File: src/rtcs_defines.svh
// Offsets, field positions, reset values and timing figures of the RTC
// control and status block. Included by bare name; definitions only.
`ifndef RTCS_DEFINES_SVH
`define RTCS_DEFINES_SVH

// Register byte offsets
`define RTCS_OFS_CTRL       8'h00
`define RTCS_OFS_IRQ_STAT   8'h04
`define RTCS_OFS_IRQ_MASK   8'h08
`define RTCS_OFS_YEAR       8'h0C
`define RTCS_OFS_STATUS     8'h10

// Control register fields
`define RTCS_CTRL_CTE       0
`define RTCS_CTRL_CENTURY   1
`define RTCS_CTRL_HALT      2
`define RTCS_CTRL_FTEST     3
`define RTCS_CTRL_LEVEL     4
`define RTCS_CTRL_FAIL      5
`define RTCS_CTRL_W         6

// Interrupt status and mask fields
`define RTCS_IRQ_CENTURY    0
`define RTCS_IRQ_FAIL       1
`define RTCS_IRQ_W          2

// Status register fields
`define RTCS_STAT_POWER     0
`define RTCS_STAT_PIN_LOW   1
`define RTCS_STAT_W         2

// First power-up values
`define RTCS_RST_HALT       1'h0
`define RTCS_RST_FTEST      1'h0
`define RTCS_RST_LEVEL      1'h1
`define RTCS_RST_FAIL       1'h1
`define RTCS_RST_CTE        1'h0
`define RTCS_RST_CENTURY    1'h0
`define RTCS_RST_YEAR       8'h00

// BCD year limits
`define RTCS_BCD_NINE       4'h9
`define RTCS_BCD_ZERO       4'h0
`define RTCS_BCD_ONE        4'h1

// Oscillator and test output rates
`define RTCS_OSC_HZ         32768
`define RTCS_TEST_HZ        512
`define RTCS_DIV_W          5

// AXI responses
`define RTCS_RESP_OKAY      2'h0
`define RTCS_RESP_SLVERR    2'h2

`endif

File: src/rtcs_pkg.sv
// Types shared by the RTC control and status block.
// Assumes the defines header is compiled alongside.
package rtcs_pkg;

	// Source that steers the open-drain test output
	typedef enum logic [1:0] {
		RTCS_PIN_LEVEL    = 2'b00,
		RTCS_PIN_SQUARE   = 2'b01,
		RTCS_PIN_RELEASED = 2'b10
	} rtcs_pin_mode_t;

endpackage

File: src/rtcs_sync.sv
// Two-flop synchroniser for a group of asynchronous pin inputs.
// Assumes the pins are slow next to clk_sys; no glitch filtering.
`timescale 1ns/10ps
module rtcs_sync #(
	parameter int WIDTH = 1
) (
	// Clock and reset
	input  wire logic             clk_sys,
	input  wire logic             rst_b,
	// Pins in, synchronised levels out
	input  wire logic [WIDTH-1:0] pin_in,
	output logic      [WIDTH-1:0] sync_out
);

	logic [WIDTH-1:0] meta_q;

	always_ff @(posedge clk_sys or negedge rst_b) begin
		if (!rst_b) begin
			meta_q   <= '0;
			sync_out <= '0;
		end else begin
			meta_q   <= pin_in;
			sync_out <= meta_q;
		end
	end

endmodule

File: src/rtcs_top.sv
// RTC control and status bits behind an AXI4-Lite register slave.
// Assumes rst_b marks first power application and the pins are async.
`timescale 1ns/10ps
`include "rtcs_defines.svh"
module rtcs_top (
	// Clock and reset
	input  wire logic        clk_sys,
	input  wire logic        rst_b,
	// AXI4-Lite write address
	input  wire logic [7:0]  s_axi_awaddr,
	input  wire logic        s_axi_awvalid,
	output logic             s_axi_awready,
	// AXI4-Lite write data
	input  wire logic [31:0] s_axi_wdata,
	input  wire logic [3:0]  s_axi_wstrb,
	input  wire logic        s_axi_wvalid,
	output logic             s_axi_wready,
	// AXI4-Lite write response
	output logic [1:0]       s_axi_bresp,
	output logic             s_axi_bvalid,
	input  wire logic        s_axi_bready,
	// AXI4-Lite read address
	input  wire logic [7:0]  s_axi_araddr,
	input  wire logic        s_axi_arvalid,
	output logic             s_axi_arready,
	// AXI4-Lite read data
	output logic [31:0]      s_axi_rdata,
	output logic [1:0]       s_axi_rresp,
	output logic             s_axi_rvalid,
	input  wire logic        s_axi_rready,
	// Oscillator and power pins
	input  wire logic        osc_clk_pin,
	input  wire logic        year_tick_pin,
	input  wire logic        supply_low_pin,
	input  wire logic        osc_disturb_pin,
	input  wire logic        main_power_pin,
	// Open-drain test output
	output logic             test_output_pin_o,
	output logic             test_output_pin_oe,
	// Interrupt
	output logic             irq
);

	localparam int HALF_EDGES = `RTCS_OSC_HZ / (2 * `RTCS_TEST_HZ);
	localparam logic [`RTCS_DIV_W-1:0] DIV_LAST =
		`RTCS_DIV_W'(HALF_EDGES - 1);

	// Synchronised pins
	logic [4:0] pins_s;
	logic       osc_s;
	logic       tick_s;
	logic       low_s;
	logic       dist_s;
	logic       pwr_s;

	rtcs_sync #(
		.WIDTH (5)
	) u_sync (
		.clk_sys  (clk_sys),
		.rst_b    (rst_b),
		.pin_in   ({main_power_pin, osc_disturb_pin, supply_low_pin,
		            year_tick_pin, osc_clk_pin}),
		.sync_out (pins_s)
	);

	assign osc_s  = pins_s[0];
	assign tick_s = pins_s[1];
	assign low_s  = pins_s[2];
	assign dist_s = pins_s[3];
	assign pwr_s  = pins_s[4];

	// Control bits and state
	logic                   cte_q;
	logic                   century_q;
	logic                   halt_q;
	logic                   ftest_q;
	logic                   level_q;
	logic                   fail_q;
	logic [7:0]             year_q;
	logic [`RTCS_IRQ_W-1:0] stat_q;
	logic [`RTCS_IRQ_W-1:0] mask_q;
	logic                   osc_prev_q;
	logic                   tick_prev_q;
	logic                   pwr_prev_q;
	logic [`RTCS_DIV_W-1:0] div_q;
	logic                   square_q;

	// Bus state
	logic [7:0]  wa_q;
	logic [31:0] wd_q;
	logic [3:0]  ws_q;

	// Derived events
	logic wr_en;
	logic wr_lane0;
	logic osc_rise;
	logic tick_rise;
	logic power_down;
	logic power_up;
	logic rollover;
	logic century_evt;
	logic fail_set;
	logic fail_rise;

	assign osc_rise   = osc_s & ~osc_prev_q;
	assign tick_rise  = tick_s & ~tick_prev_q;
	assign power_down = ~pwr_s & pwr_prev_q;
	assign power_up   = pwr_s & ~pwr_prev_q;

	assign wr_en    = ~s_axi_awready & ~s_axi_wready & ~s_axi_bvalid;
	assign wr_lane0 = wr_en & ws_q[0];

	// Halted oscillator stops the year count
	assign rollover = tick_rise & ~halt_q &
		(year_q == {`RTCS_BCD_NINE, `RTCS_BCD_NINE});
	assign century_evt = rollover & cte_q;

	// Halt bit, low supply and disturbance all mark the time suspect
	assign fail_set  = halt_q | low_s | dist_s;
	assign fail_rise = fail_set & ~fail_q;

	// Edge history
	always_ff @(posedge clk_sys or negedge rst_b) begin
		if (!rst_b) begin
			osc_prev_q  <= 1'h0;
			tick_prev_q <= 1'h0;
			pwr_prev_q  <= 1'h0;
		end else begin
			osc_prev_q  <= osc_s;
			tick_prev_q <= tick_s;
			pwr_prev_q  <= pwr_s;
		end
	end

	// Century enable and century flag
	always_ff @(posedge clk_sys or negedge rst_b) begin
		if (!rst_b) begin
			cte_q     <= `RTCS_RST_CTE;
			century_q <= `RTCS_RST_CENTURY;
		end else begin
			if (wr_lane0 && wa_q == `RTCS_OFS_CTRL) begin
				cte_q     <= wd_q[`RTCS_CTRL_CTE];
				// Toggle lands on the freshly written value
				century_q <= wd_q[`RTCS_CTRL_CENTURY] ^ century_evt;
			end else if (century_evt) begin
				century_q <= ~century_q;
			end
		end
	end

	// Halt, pin level, test select
	always_ff @(posedge clk_sys or negedge rst_b) begin
		if (!rst_b) begin
			halt_q  <= `RTCS_RST_HALT;
			level_q <= `RTCS_RST_LEVEL;
			ftest_q <= `RTCS_RST_FTEST;
		end else begin
			if (wr_lane0 && wa_q == `RTCS_OFS_CTRL) begin
				halt_q  <= wd_q[`RTCS_CTRL_HALT];
				level_q <= wd_q[`RTCS_CTRL_LEVEL];
			end
			// Power loss or power return beats a host write in the same cycle
			if (power_down || power_up) begin
				ftest_q <= 1'h0;
			end else if (wr_lane0 && wa_q == `RTCS_OFS_CTRL) begin
				ftest_q <= wd_q[`RTCS_CTRL_FTEST];
			end
		end
	end

	// Oscillator fail flag: set wins over a host clear
	always_ff @(posedge clk_sys or negedge rst_b) begin
		if (!rst_b) begin
			fail_q <= `RTCS_RST_FAIL;
		end else if (fail_set) begin
			fail_q <= 1'h1;
		end else if (wr_lane0 && wa_q == `RTCS_OFS_CTRL) begin
			fail_q <= wd_q[`RTCS_CTRL_FAIL];
		end
	end

	// BCD year counter
	always_ff @(posedge clk_sys or negedge rst_b) begin
		if (!rst_b) begin
			year_q <= `RTCS_RST_YEAR;
		end else if (wr_lane0 && wa_q == `RTCS_OFS_YEAR) begin
			year_q <= wd_q[7:0];
		end else if (tick_rise && !halt_q) begin
			if (year_q[3:0] != `RTCS_BCD_NINE) begin
				year_q[3:0] <= year_q[3:0] + `RTCS_BCD_ONE;
			end else begin
				year_q[3:0] <= `RTCS_BCD_ZERO;
				if (year_q[7:4] == `RTCS_BCD_NINE) begin
					year_q[7:4] <= `RTCS_BCD_ZERO;
				end else begin
					year_q[7:4] <= year_q[7:4] + `RTCS_BCD_ONE;
				end
			end
		end
	end

	// Test square wave, straight off the oscillator, no calibration path
	always_ff @(posedge clk_sys or negedge rst_b) begin
		if (!rst_b) begin
			div_q    <= '0;
			square_q <= 1'h0;
		end else if (halt_q) begin
			div_q <= '0;
		end else if (osc_rise) begin
			if (div_q == DIV_LAST) begin
				div_q    <= '0;
				square_q <= ~square_q;
			end else begin
				div_q <= div_q + `RTCS_DIV_W'(1);
			end
		end
	end

	// Pin source and open-drain drive
	rtcs_pkg::rtcs_pin_mode_t pin_mode;

	always_comb begin
		if (!ftest_q) begin
			pin_mode = rtcs_pkg::RTCS_PIN_LEVEL;
		end else if (!halt_q) begin
			pin_mode = rtcs_pkg::RTCS_PIN_SQUARE;
		end else begin
			pin_mode = rtcs_pkg::RTCS_PIN_RELEASED;
		end
	end

	always_ff @(posedge clk_sys or negedge rst_b) begin
		if (!rst_b) begin
			test_output_pin_oe <= ~`RTCS_RST_LEVEL;
		end else begin
			unique case (pin_mode)
				rtcs_pkg::RTCS_PIN_LEVEL: begin
					test_output_pin_oe <= ~level_q;
				end
				rtcs_pkg::RTCS_PIN_SQUARE: begin
					test_output_pin_oe <= square_q;
				end
				rtcs_pkg::RTCS_PIN_RELEASED: begin
					test_output_pin_oe <= 1'h0;
				end
				default: begin
					test_output_pin_oe <= 1'h0;
				end
			endcase
		end
	end

	// Open drain only ever pulls low
	always_ff @(posedge clk_sys or negedge rst_b) begin
		if (!rst_b) begin
			test_output_pin_o <= 1'h0;
		end else begin
			test_output_pin_o <= 1'h0;
		end
	end

	// Interrupt status, mask and line; set wins over write-one-clear
	logic [`RTCS_IRQ_W-1:0] stat_set;
	logic [`RTCS_IRQ_W-1:0] stat_clr;

	always_comb begin
		stat_set = '0;
		stat_set[`RTCS_IRQ_CENTURY] = century_evt;
		stat_set[`RTCS_IRQ_FAIL]    = fail_rise;
		stat_clr = '0;
		if (wr_lane0 && wa_q == `RTCS_OFS_IRQ_STAT) begin
			stat_clr = wd_q[`RTCS_IRQ_W-1:0];
		end
	end

	always_ff @(posedge clk_sys or negedge rst_b) begin
		if (!rst_b) begin
			stat_q <= '0;
			mask_q <= '0;
			irq    <= 1'h0;
		end else begin
			stat_q <= (stat_q & ~stat_clr) | stat_set;
			if (wr_lane0 && wa_q == `RTCS_OFS_IRQ_MASK) begin
				mask_q <= wd_q[`RTCS_IRQ_W-1:0];
			end
			irq <= |(stat_q & mask_q);
		end
	end

	// Write channels: address and data taken in either order
	always_ff @(posedge clk_sys or negedge rst_b) begin
		if (!rst_b) begin
			s_axi_awready <= 1'h1;
			s_axi_wready  <= 1'h1;
			s_axi_bvalid  <= 1'h0;
			s_axi_bresp   <= `RTCS_RESP_OKAY;
			wa_q          <= '0;
			wd_q          <= '0;
			ws_q          <= '0;
		end else begin
			if (s_axi_awvalid && s_axi_awready) begin
				s_axi_awready <= 1'h0;
				wa_q          <= s_axi_awaddr;
			end
			if (s_axi_wvalid && s_axi_wready) begin
				s_axi_wready <= 1'h0;
				wd_q         <= s_axi_wdata;
				ws_q         <= s_axi_wstrb;
			end
			if (wr_en) begin
				s_axi_bvalid <= 1'h1;
				unique case (wa_q)
					`RTCS_OFS_CTRL, `RTCS_OFS_IRQ_STAT,
					`RTCS_OFS_IRQ_MASK, `RTCS_OFS_YEAR,
					`RTCS_OFS_STATUS: s_axi_bresp <= `RTCS_RESP_OKAY;
					default: s_axi_bresp <= `RTCS_RESP_SLVERR;
				endcase
			end
			if (s_axi_bvalid && s_axi_bready) begin
				s_axi_bvalid  <= 1'h0;
				s_axi_awready <= 1'h1;
				s_axi_wready  <= 1'h1;
			end
		end
	end

	// Read channel
	logic [31:0] rd_word;
	logic        rd_hit;

	always_comb begin
		rd_word = '0;
		rd_hit  = 1'h1;
		unique case (s_axi_araddr)
			`RTCS_OFS_CTRL: begin
				rd_word[`RTCS_CTRL_CTE]     = cte_q;
				rd_word[`RTCS_CTRL_CENTURY] = century_q;
				rd_word[`RTCS_CTRL_HALT]    = halt_q;
				rd_word[`RTCS_CTRL_FTEST]   = ftest_q;
				rd_word[`RTCS_CTRL_LEVEL]   = level_q;
				rd_word[`RTCS_CTRL_FAIL]    = fail_q;
			end
			`RTCS_OFS_IRQ_STAT: rd_word[`RTCS_IRQ_W-1:0] = stat_q;
			`RTCS_OFS_IRQ_MASK: rd_word[`RTCS_IRQ_W-1:0] = mask_q;
			`RTCS_OFS_YEAR:     rd_word[7:0] = year_q;
			`RTCS_OFS_STATUS: begin
				rd_word[`RTCS_STAT_POWER]   = pwr_s;
				rd_word[`RTCS_STAT_PIN_LOW] = test_output_pin_oe;
			end
			default: rd_hit = 1'h0;
		endcase
	end

	always_ff @(posedge clk_sys or negedge rst_b) begin
		if (!rst_b) begin
			s_axi_arready <= 1'h1;
			s_axi_rvalid  <= 1'h0;
			s_axi_rdata   <= '0;
			s_axi_rresp   <= `RTCS_RESP_OKAY;
		end else if (s_axi_arvalid && s_axi_arready) begin
			s_axi_arready <= 1'h0;
			s_axi_rvalid  <= 1'h1;
			s_axi_rdata   <= rd_word;
			s_axi_rresp   <= rd_hit ? `RTCS_RESP_OKAY : `RTCS_RESP_SLVERR;
		end else if (s_axi_rvalid && s_axi_rready) begin
			s_axi_rvalid  <= 1'h0;
			s_axi_arready <= 1'h1;
		end
	end

endmodule

File: config.mk
export PLATFORM = sky130hd
export DESIGN_NAME = rtcs_top
export DESIGN_NICKNAME = d
export VERILOG_FILES = /design/src/rtcs_pkg.sv /design/src/rtcs_sync.sv /design/src/rtcs_top.sv
export VERILOG_INCLUDE_DIRS = /design/src
export SDC_FILE = /design/constraint.sdc
export NUM_CORES = 1
export LEC_CHECK = 0
export ABC_AREA = 1
export BUFFER_PORTS_ARGS = -buffer_cell sky130_fd_sc_hd__buf_2
export CAP_MARGIN = 5
export CELL_PAD_IN_SITES_DETAIL_PLACEMENT = 0
export CELL_PAD_IN_SITES_GLOBAL_PLACEMENT = 2
export CORE_MARGIN = 2
export CORE_UTILIZATION = 27
export DETAILED_ROUTE_END_ITERATION = 8
export PLACE_DENSITY_LB_ADDON = 0.25
export SETUP_SLACK_MARGIN = 0.15
export SLEW_MARGIN = 5
export SYNTH_ARGS = -nofsm -noshare
export SYNTH_HDL_FRONTEND = slang
export SYNTH_HIERARCHICAL = 1
export SYNTH_SLANG_ARGS = --single-unit
File: constraint.sdc
create_clock -name clk_sys -period 1.4 [get_ports clk_sys]
set_clock_uncertainty 0.1 [all_clocks]
set_input_delay 0.07 -clock clk_sys [delete_from_list [all_inputs] [get_ports clk_sys]]
set_output_delay 0.07 -clock clk_sys [all_outputs]
set_load 0.02 [all_outputs]
==> After elaboration in Yosys (flattened, before gate mapping) <==
Cells that the tools add are included.
{ "word_totals": {"output_inout_bits": 44, "input_bits": 64, "wordCells": 140, "regBits": 73} }
{ "classes": {"eq_ne": 14, "bitwise_logic": 30, "addsub": 3, "muxes": 34, "n_reduce_logical": 29} }
{ "ops": {"columns": ["operator", "n"], "rows": [
  ["8-bit by 4-bit == test with 1-bit output (second input constant)", 4],
  ["2-bit nonzero test", 9],
  ["1-bit two-way mux", 17],
  ["8-bit by 3-bit == test with 1-bit output (second input constant)", 2],
  ["8-bit by 5-bit == test with 1-bit output (second input constant)", 2],
  ["8-bit zero test", 2],
  ["8-bit two-way mux", 2],
  ["5-bit two-way mux", 3],
  ["2-bit two-way mux", 6],
  ["4-bit two-way mux", 3],
  ["1-bit NOT", 12],
  ["1-bit AND", 11],
  ["1-bit logical AND", 10],
  ["2-bit one-hot mux with 5 select lines", 1],
  ["5-bit OR reduction", 2],
  ["4-bit by 1-bit adder with 4-bit output (second input constant)", 2],
  ["8-bit == test (second input constant)", 1],
  ["4-bit one-hot mux with 2 select lines", 1],
  ["5-bit by 1-bit adder with 5-bit output (second input constant)", 1],
  ["5-bit == test (second input constant)", 1],
  ["2-bit AND", 2],
  ["4-bit == test (second input constant)", 1],
  ["4-bit != test (second input constant)", 1],
  ["3-bit AND reduction", 1],
  ["12 further kinds", 13]
]} }

==> Depth between registers and ports, before layout <==
Gate-level depths: netlist of the first run.
{ "logic_depth": {"word_depth": 9, "ltp_mapped": 9} }

==> Cells and area by module <==
Netlist of the first run, hierarchy kept.
{ "by_module_without_submodules": {"columns": ["module", "instances", "cells_each", "area_per_inst_um2"], "rows": [
  ["rtcs_top", 1, 370, 3206.8],
  ["rtcs_sync", 1, 10, 250.2]
]} }

==> Least setup slack after synthesis of the first run <==
No wires, ideal clock.
{ "synth_path": {"path_kind": "register to register", "startpoint": "register s_axi_wready", "endpoint": "register year_q[4]", "arrival_ps": 1191, "setup_ps": 113, "stages_incl_launch_ff": 9, "setup_slack_ps": -4, "required_ps": 1187, "path_buffers": 1, "synth_period_minus_slack_ps": 1404, "path_cell_list": "dfstp_2 > nor2_1 > nand3_1 > inv_2 > buf_4 > nand3_1 > nand2_1 > nand2_1 > inv_1"} }
{ "synth_between": {"elab_chain_len": 7} }
{ "synth_rtl": {"columns": ["item", "line", "text"], "rows": [
  ["from (decl)", "rtcs_top.sv:17", "output logic s_axi_wready,"],
  ["from (signal assigned)", "rtcs_top.sv:294", "s_axi_wready <= 1'h1;"],
  ["from (signal assigned)", "rtcs_top.sv:306", "s_axi_wready <= 1'h0;"],
  ["from (signal assigned)", "rtcs_top.sv:322", "s_axi_wready <= 1'h1;"],
  ["1-bit NOT *", "rtcs_top.sv:110", "assign wr_en = ~s_axi_awready & ~s_axi_wready & ~s_axi_bvalid;"],
  ["1-bit AND * (2 in series)", "rtcs_top.sv:110", null],
  ["1-bit AND *", "rtcs_top.sv:111", "assign wr_lane0 = wr_en & ws_q[0];"],
  ["1-bit logical AND (no source line) *", null, null],
  ["2-bit != test (no source line) / 2-bit nonzero test (equally long branches)", null, null],
  ["2-bit AND reduction (no source line)", null, null],
  ["to (signal assigned)", "rtcs_top.sv:185", "year_q <= `RTCS_RST_YEAR;"],
  ["to (signal assigned)", "rtcs_top.sv:187", "year_q <= wd_q[7:0];"],
  ["to (signal assigned)", "rtcs_top.sv:194", "year_q[7:4] <= `RTCS_BCD_ZERO;"],
  ["to (decl)", "rtcs_top.sv:79", "logic [7:0] year_q;"]
]} }
Mark *: on every way between the ends. The rest lies on a longest branch, timed or not.
A chain may end at the register's enable or synchronous reset.

==> Worst setup path after layout of the first run <==
{ "layout_path": {"startpoint": "register wa_q[1]", "endpoint": "register year_q[7]"} }
{ "layout_between": {"elab_chain_len": 4} }
{ "layout_rtl": {"columns": ["item", "line", "text"], "rows": [
  ["from (decl)", "rtcs_top.sv:89", "logic [7:0] wa_q;"],
  ["from (signal assigned)", "rtcs_top.sv:303", "wa_q <= s_axi_awaddr;"],
  ["8-bit by 4-bit == test with 1-bit output *", null, null],
  ["1-bit logical AND (no source line) *", null, null],
  ["2-bit != test (no source line) / 2-bit nonzero test (equally long branches)", null, null],
  ["2-bit AND reduction (no source line)", null, null]
]} }
Marks and branches as above.

==> out/qor.csv, run 1 <==
metric,value,unit
whs_path_depth,4,
met1_length,4020,um
antenna_cells,0,
post_drt_wl_per_cell,12.1,um
p_total,0.00898,W
syn_inst,380,
path_clk_slew,0.06,ns
nets,579,
min_period,1.44,ns
dr_wl_met2,3940,um
grt_pass1_wl,13000,um
final_common_cell,dfrtp_1,
viasPerCell,4.19,
dr.max_layer_used,met4,
dp.cells,628,
syn-cell-area,3460,um2
p_leak,2.49,nW
syn_area_per_cell,9.10,um2
start_util,27.5,%
vias,2890,
cts-root-buf,clkbuf_16,
grt_usage,12.3,%
cts_tree,done,
cp-start-kind,flop,
cts_made_buffers,9,
cp_data_arrival_time,1.55,ns
violations,negative setup slack,
final_cells,690,
finalCritPeriodShare,103,%
grt_pass1_vias,2680,
die_area,13700,um2
cts.htree.levels,3,
irDropWorstVdd,0.000801,V
maxSlewViolCount,0,
core.rowCount,41,
die_x,117,um
seq_area_frac_synth,51.6,%
ios,108,
drc,0,
dp.final_hpwl,5770,um
hp-class,in -> reg,
clock_latency,0.33,ns
path_max_fanout,4,
portBuffers,53,
rsz0062_at_grt,true,
endpoint_kind,flop,
maxCapViolCount,0,
core_area,12600,um2
grt_max_degree,72,
ys_types,35,
clkSinkCount,71,
fin_ws,-0.0366,ns
max_freq,0.696,GHz
drt-total-wl,8320,um
yosysWarnings,6,
wl_met3,289,um
die_h,117,um
drt_iter0_markers,112,
drtAntennaViolNets,0,
first_pass_iters,4,
path_class,reg -> reg,
antenna_found_initial,0,
synth-seq-cells,71,
cts_buffer_depth,2,
reg2reg_depth,7,
timing_hold_violations_final,0,
drive_gt1_share,38.2,%
outcome,finished with violations,
syn_to_final_growth,49.0,%
power_density,1740,nW/um2
mostFrequentLayoutCells,"dfrtp_1 (64), nand3_1 (51), buf_2 (50), nand2_1 (44), inv_1 (35)",
place.gp.congestion,0.773,
grt_remaining_overflow,0,
crit_required,1.51,ns
finalSetupViolations,10,
[per-stage QoR]
stage                     utilization [%]  hold WS [ns]  instance area [um2]  setup slack (ns)  setup TNS, ns
after floorplan                         -        -0.326                 3600            0.0310              0
after global placement               32.3        0.0373                 4060           -0.0373         -0.140
after detailed placement             32.3        0.0391                 4060           -0.0441         -0.243
after CTS                            38.2        0.0216                 4800           -0.0134        -0.0253
after global routing                 41.0        0.0581                 5150            -0.110          -1.37
final                                41.0        0.0285                 5150           -0.0366         -0.230
[state kept, by name, indices dropped and copies added (netlist names), 2 cells and up]
name             cells
u_sync/meta_q        5
div_q                5
wd_q                 8
year_q               8
mask_q               2
u_sync/sync_out      5
s_axi_rdata          8
stat_q               2
wa_q                 8
[area by class of cell]
| cell class | instances | area, um2 |
|---|---|---|
| sequential | 71 | 1790 |
| fill | 1288 | 7420 |
| clock buffer | 9 | 225 |
| multi-input combinational | 263 | 1680 |
| inverter | 42 | 173 |
| tap | 172 | 215 |
| clock inverter | 7 | 104 |
| timing repair buffer | 126 | 963 |
[worst paths after layout]
kind                                       startpoint                            to  slack, ns
setup / recovery                  wa_q[1]$_DFFE_PN0P_         year_q[7]$_DFFE_PN0P_      -0.04
hold / removal                        s_axi_araddr[2]    s_axi_rresp[1]$_DFFE_PN0P_       0.03
setup reg to reg                  wa_q[1]$_DFFE_PN0P_         year_q[7]$_DFFE_PN0P_      -0.04
hold reg to reg            u_sync/meta_q[1]$_DFF_PN0_  u_sync/sync_out[1]$_DFF_PN0_       0.25
max in group asynchronous                       rst_b            fail_q$_DFFE_PN1P_       0.64
min in group asynchronous                       rst_b    s_axi_rdata[1]$_DFFE_PN0P_       0.19
[worst max-delay path, stage by stage, from the launching register on]
cell and delay, ns:
dfrtp_1 0.40, nor2_4 0.19, nand3_4 0.11, nor2_8 0.14, buf_4 0.14, nand3b_1 0.10, nand3_1 0.09, nand2_1 0.05
[routing by layer]
| metal | global-route usage [%] | vias up |
|---|---|---|
| li1 | - | 1464 |
| met1 | 17.0 | 1364 |
| met2 | 19.5 | 57 |
| met3 | 2.99 | 5 |
| met4 | 3.06 | 0 |
| met5 | 0 | - |
[kinds of logic after synthesis]
family / after synthesis / synth area share (%)
compound gates: 42 / 7.27
xor+xnor: 5 / 1.27
fa+ha+maj: 2 / 0.724
buf+inv: 73 / 11.3
flops: 71 / 51.6
mux: 13 / 4.23
other cells: 1 / 0.108
simple gates: 173 / 23.6
[what timing repair did]
| action | CTS | global route |
|---|---|---|
| setup buffers | 2 | 15 |
| gates cloned | 0 | 1 |
| endpoints found under the setup margin | 44 | 43 |
| pin swaps | 9 | 10 |
| hold buffers | 28 | 0 |
| resized for setup | 31 | 61 |
| hold endpoints to repair | 96 | 0 |
[synthesized netlist by cell type]
cell / count / area (um2)
nor3_1: 5 / 25.0
xnor2_1: 2 / 17.5
nand2_4: 2 / 22.5
inv_2: 2 / 7.51
ha_1: 2 / 25.0
o21ai_1: 3 / 15.0
nand3_2: 1 / 10.0
nand3b_1: 1 / 7.51
nor2_4: 1 / 11.3
dfrtp_1: 66 / 1650
a21oi_1: 8 / 40.0
dfstp_2: 5 / 131
nand3_1: 53 / 265
xor2_1: 3 / 26.3
o211ai_2: 3 / 37.5
buf_2: 2 / 10.0
nor2_2: 5 / 31.3
conb_1: 1 / 3.75
o21ai_0: 18 / 90.1
inv_1: 40 / 150
nand3b_2: 1 / 11.3
nand2_1: 58 / 218
a31oi_1: 4 / 25.0
a22o_1: 1 / 8.76
o22ai_1: 2 / 12.5
nor3b_2: 1 / 12.5
nor2_8: 1 / 20.0
buf_4: 28 / 210
o211ai_1: 1 / 7.51
mux2_2: 13 / 146
nand4_1: 3 / 18.8
o31ai_1: 2 / 15.0
buf_6: 1 / 11.3
nor2_1: 38 / 143
nand2_2: 3 / 18.8
[power breakdown]
part	internal, W	switching, W	leakage (nW)
Clock	0.00158	0.000939	0.161
Combinational	0.00154	0.00170	1.48
Sequential	0.00272	0.000508	0.857
Total	0.00584	0.00315	2.49
No activity file was read; power rests on OpenSTA's default activity.
==> inputs of run 2 (changes only) <==
--- a/config.mk
+++ b/config.mk
@@ -9,10 +9,11 @@
 export ABC_AREA = 1
 export BUFFER_PORTS_ARGS = -buffer_cell sky130_fd_sc_hd__buf_2
 export CAP_MARGIN = 5
-export CELL_PAD_IN_SITES_DETAIL_PLACEMENT = 0
+export CELL_PAD_IN_SITES_DETAIL_PLACEMENT = 2
 export CELL_PAD_IN_SITES_GLOBAL_PLACEMENT = 2
 export CORE_MARGIN = 2
 export CORE_UTILIZATION = 27
+export CTS_CLUSTER_SIZE = 30
 export DETAILED_ROUTE_END_ITERATION = 8
 export PLACE_DENSITY_LB_ADDON = 0.25
 export SETUP_SLACK_MARGIN = 0.15
==> out/qor.csv, run 2 (synthesis results as in run 1) <==
metric,value,unit,change
outcome,finished with violations,,
violations,negative setup slack,,
dr_wl_met2,5710,um,+45%
drt_iter0_markers,58,,-48%
hp-class,in -> reg,,
max_freq,0.678,GHz,-2.7%
cp-start-kind,flop,,
drive_gt1_share,40.4,%,+2.2 points
portBuffers,53,,unchanged
register_area,1790,um2,about the same
multiInputGateArea,1740,um2,+3.6%
drtAntennaViolNets,0,,unchanged
endpoint_kind,flop,,
finalCritPeriodShare,105,%,+2.8 points
power_density,1750,nW/um2,+0.36%
die_h,117,um,unchanged
cts_made_buffers,9,,unchanged
vias,3046,,+5.4%
clkSinkCount,71,,unchanged
p_total,0.00915,W,+1.9%
maxSlewViolCount,0,,unchanged
ios,108,,unchanged
clock_latency,0.34,ns,about the same
first_pass_iters,4,,unchanged
place.gp.congestion,0.773,,unchanged
irDropWorstVdd,0.00101,V,+26%
place_ws,-0.0654,ns,-0.0213 ns
cts_tree,done,,
post_drt_wl_per_cell,15.4,um,+28%
cp_data_arrival_time,1.61,ns,+0.06 ns
syn_to_final_growth,51.2,%,
start_util,27.5,%,unchanged
mostFrequentLayoutCells,"dfrtp_1 (63), buf_2 (50), nand3_1 (48), nand2_1 (44), buf_4 (37)",,
maxCapViolCount,0,,unchanged
final_common_cell,dfrtp_1,,
core_area,12600,um2,unchanged
drt-total-wl,10700,um,+29%
grt_usage,16.2,%,+3.9 points
grt_pass1_vias,3312,,+24%
holdWs,0.0374,ns,+0.00893 ns
cts-root-buf,clkbuf_16,,
drc,0,,unchanged
fin_setup_tns,-0.480,ns,-0.250 ns
timing_hold_violations_final,0,,unchanged
fin_util,41.6,%,+0.61 points
dp.final_hpwl,6820,um,+18%
finalSetupViolations,21,,+11
wl_met3,352,um,+22%
antenna_found_initial,0,,unchanged
met1_length,4550,um,+13%
viasPerCell,4.39,,+4.8%
grt_remaining_overflow,0,,unchanged
die_x,117,um,unchanged
grt_max_degree,72,,unchanged
rsz0062_at_grt,true,,
fill_cells,1372,,+6.5%
path_class,reg -> reg,,
path_max_fanout,6,,+2
dr.max_layer_used,met4,,
die_area,13700,um2,unchanged
antenna_cells,0,,unchanged
cts.htree.levels,3,,unchanged
grt_pass1_wl,16800,um,+29%
cts_buffer_depth,2,,unchanged
min_period,1.48,ns,+0.0393 ns
nets,583,,+0.69%
p_leak,2.54,nW,+1.7%
core.rowCount,41,,unchanged
crit_required,1.53,ns,+0.02 ns
path_clk_slew,0.06,ns,about the same
fin_ws,-0.0760,ns,-0.0393 ns
-- run 2: through the flow --
step	instance area [um2]	std cells
finish	5230	694
global route	5230	694
CTS	4860	677
detailed placement	4060	628
global placement	4060	628
floorplan	3600	406
-- run 2: final cells by class --
type                    instances  area share (%)
well taps                     172            4.12
flip-flops and latches         71            34.2
clock inverters                 5            1.22
multi-input cells             263            33.4
repair buffers                130            18.9
clock buffers                  11            4.84
inverters                      42            3.35
-- run 2: worst paths after layout --
path                                       startpoint                           end  slack (ns)  depth (start not counted)
setup / recovery            s_axi_awready$_DFFE_PN1P_           wa_q[0]$_DFFE_PN0P_       -0.08                          5
min in group asynchronous                       rst_b    s_axi_rdata[1]$_DFFE_PN0P_        0.16                          3
max in group asynchronous                       rst_b            fail_q$_DFFE_PN1P_        0.63                          3
setup reg to reg            s_axi_awready$_DFFE_PN1P_           wa_q[0]$_DFFE_PN0P_       -0.08                          5
hold reg to reg            u_sync/meta_q[4]$_DFF_PN0_  u_sync/sync_out[4]$_DFF_PN0_        0.25                          0
hold / removal                        s_axi_araddr[6]    s_axi_rresp[1]$_DFFE_PN0P_        0.04                          5
-- run 2: what timing repair did --
action / in CTS / in global routing
setup endpoints to repair: 48 / 44
pin swaps: 10 / 15
cloned: 0 / 1
buffers inserted: 4 / 16
hold endpoints to repair: 99 / 0
gates resized for setup: 48 / 58
hold buffers: 29 / 0
-- run 2: layer usage --
metal / track usage [%] / vias up
li1: - / 1470
met1: 19.7 / 1511
met2: 28.7 / 59
met3: 4.58 / 6
met4: 3.53 / 0
met5: 0 / -
-- run 2: worst max-delay path: stages, from the launching register on --
cell and delay (ns):
dfstp_2 0.57, buf_6 0.11, buf_6 0.11, nand2_8 0.07, buf_6 0.14, mux2_2 0.26
-- run 2: power by group --
part | leakage [nW] | internal [W] | switching (W)
Combinational | 1.53 | 0.00160 | 0.00184
Clock | 0.153 | 0.00149 | 0.000928
Sequential | 0.857 | 0.00272 | 0.000568
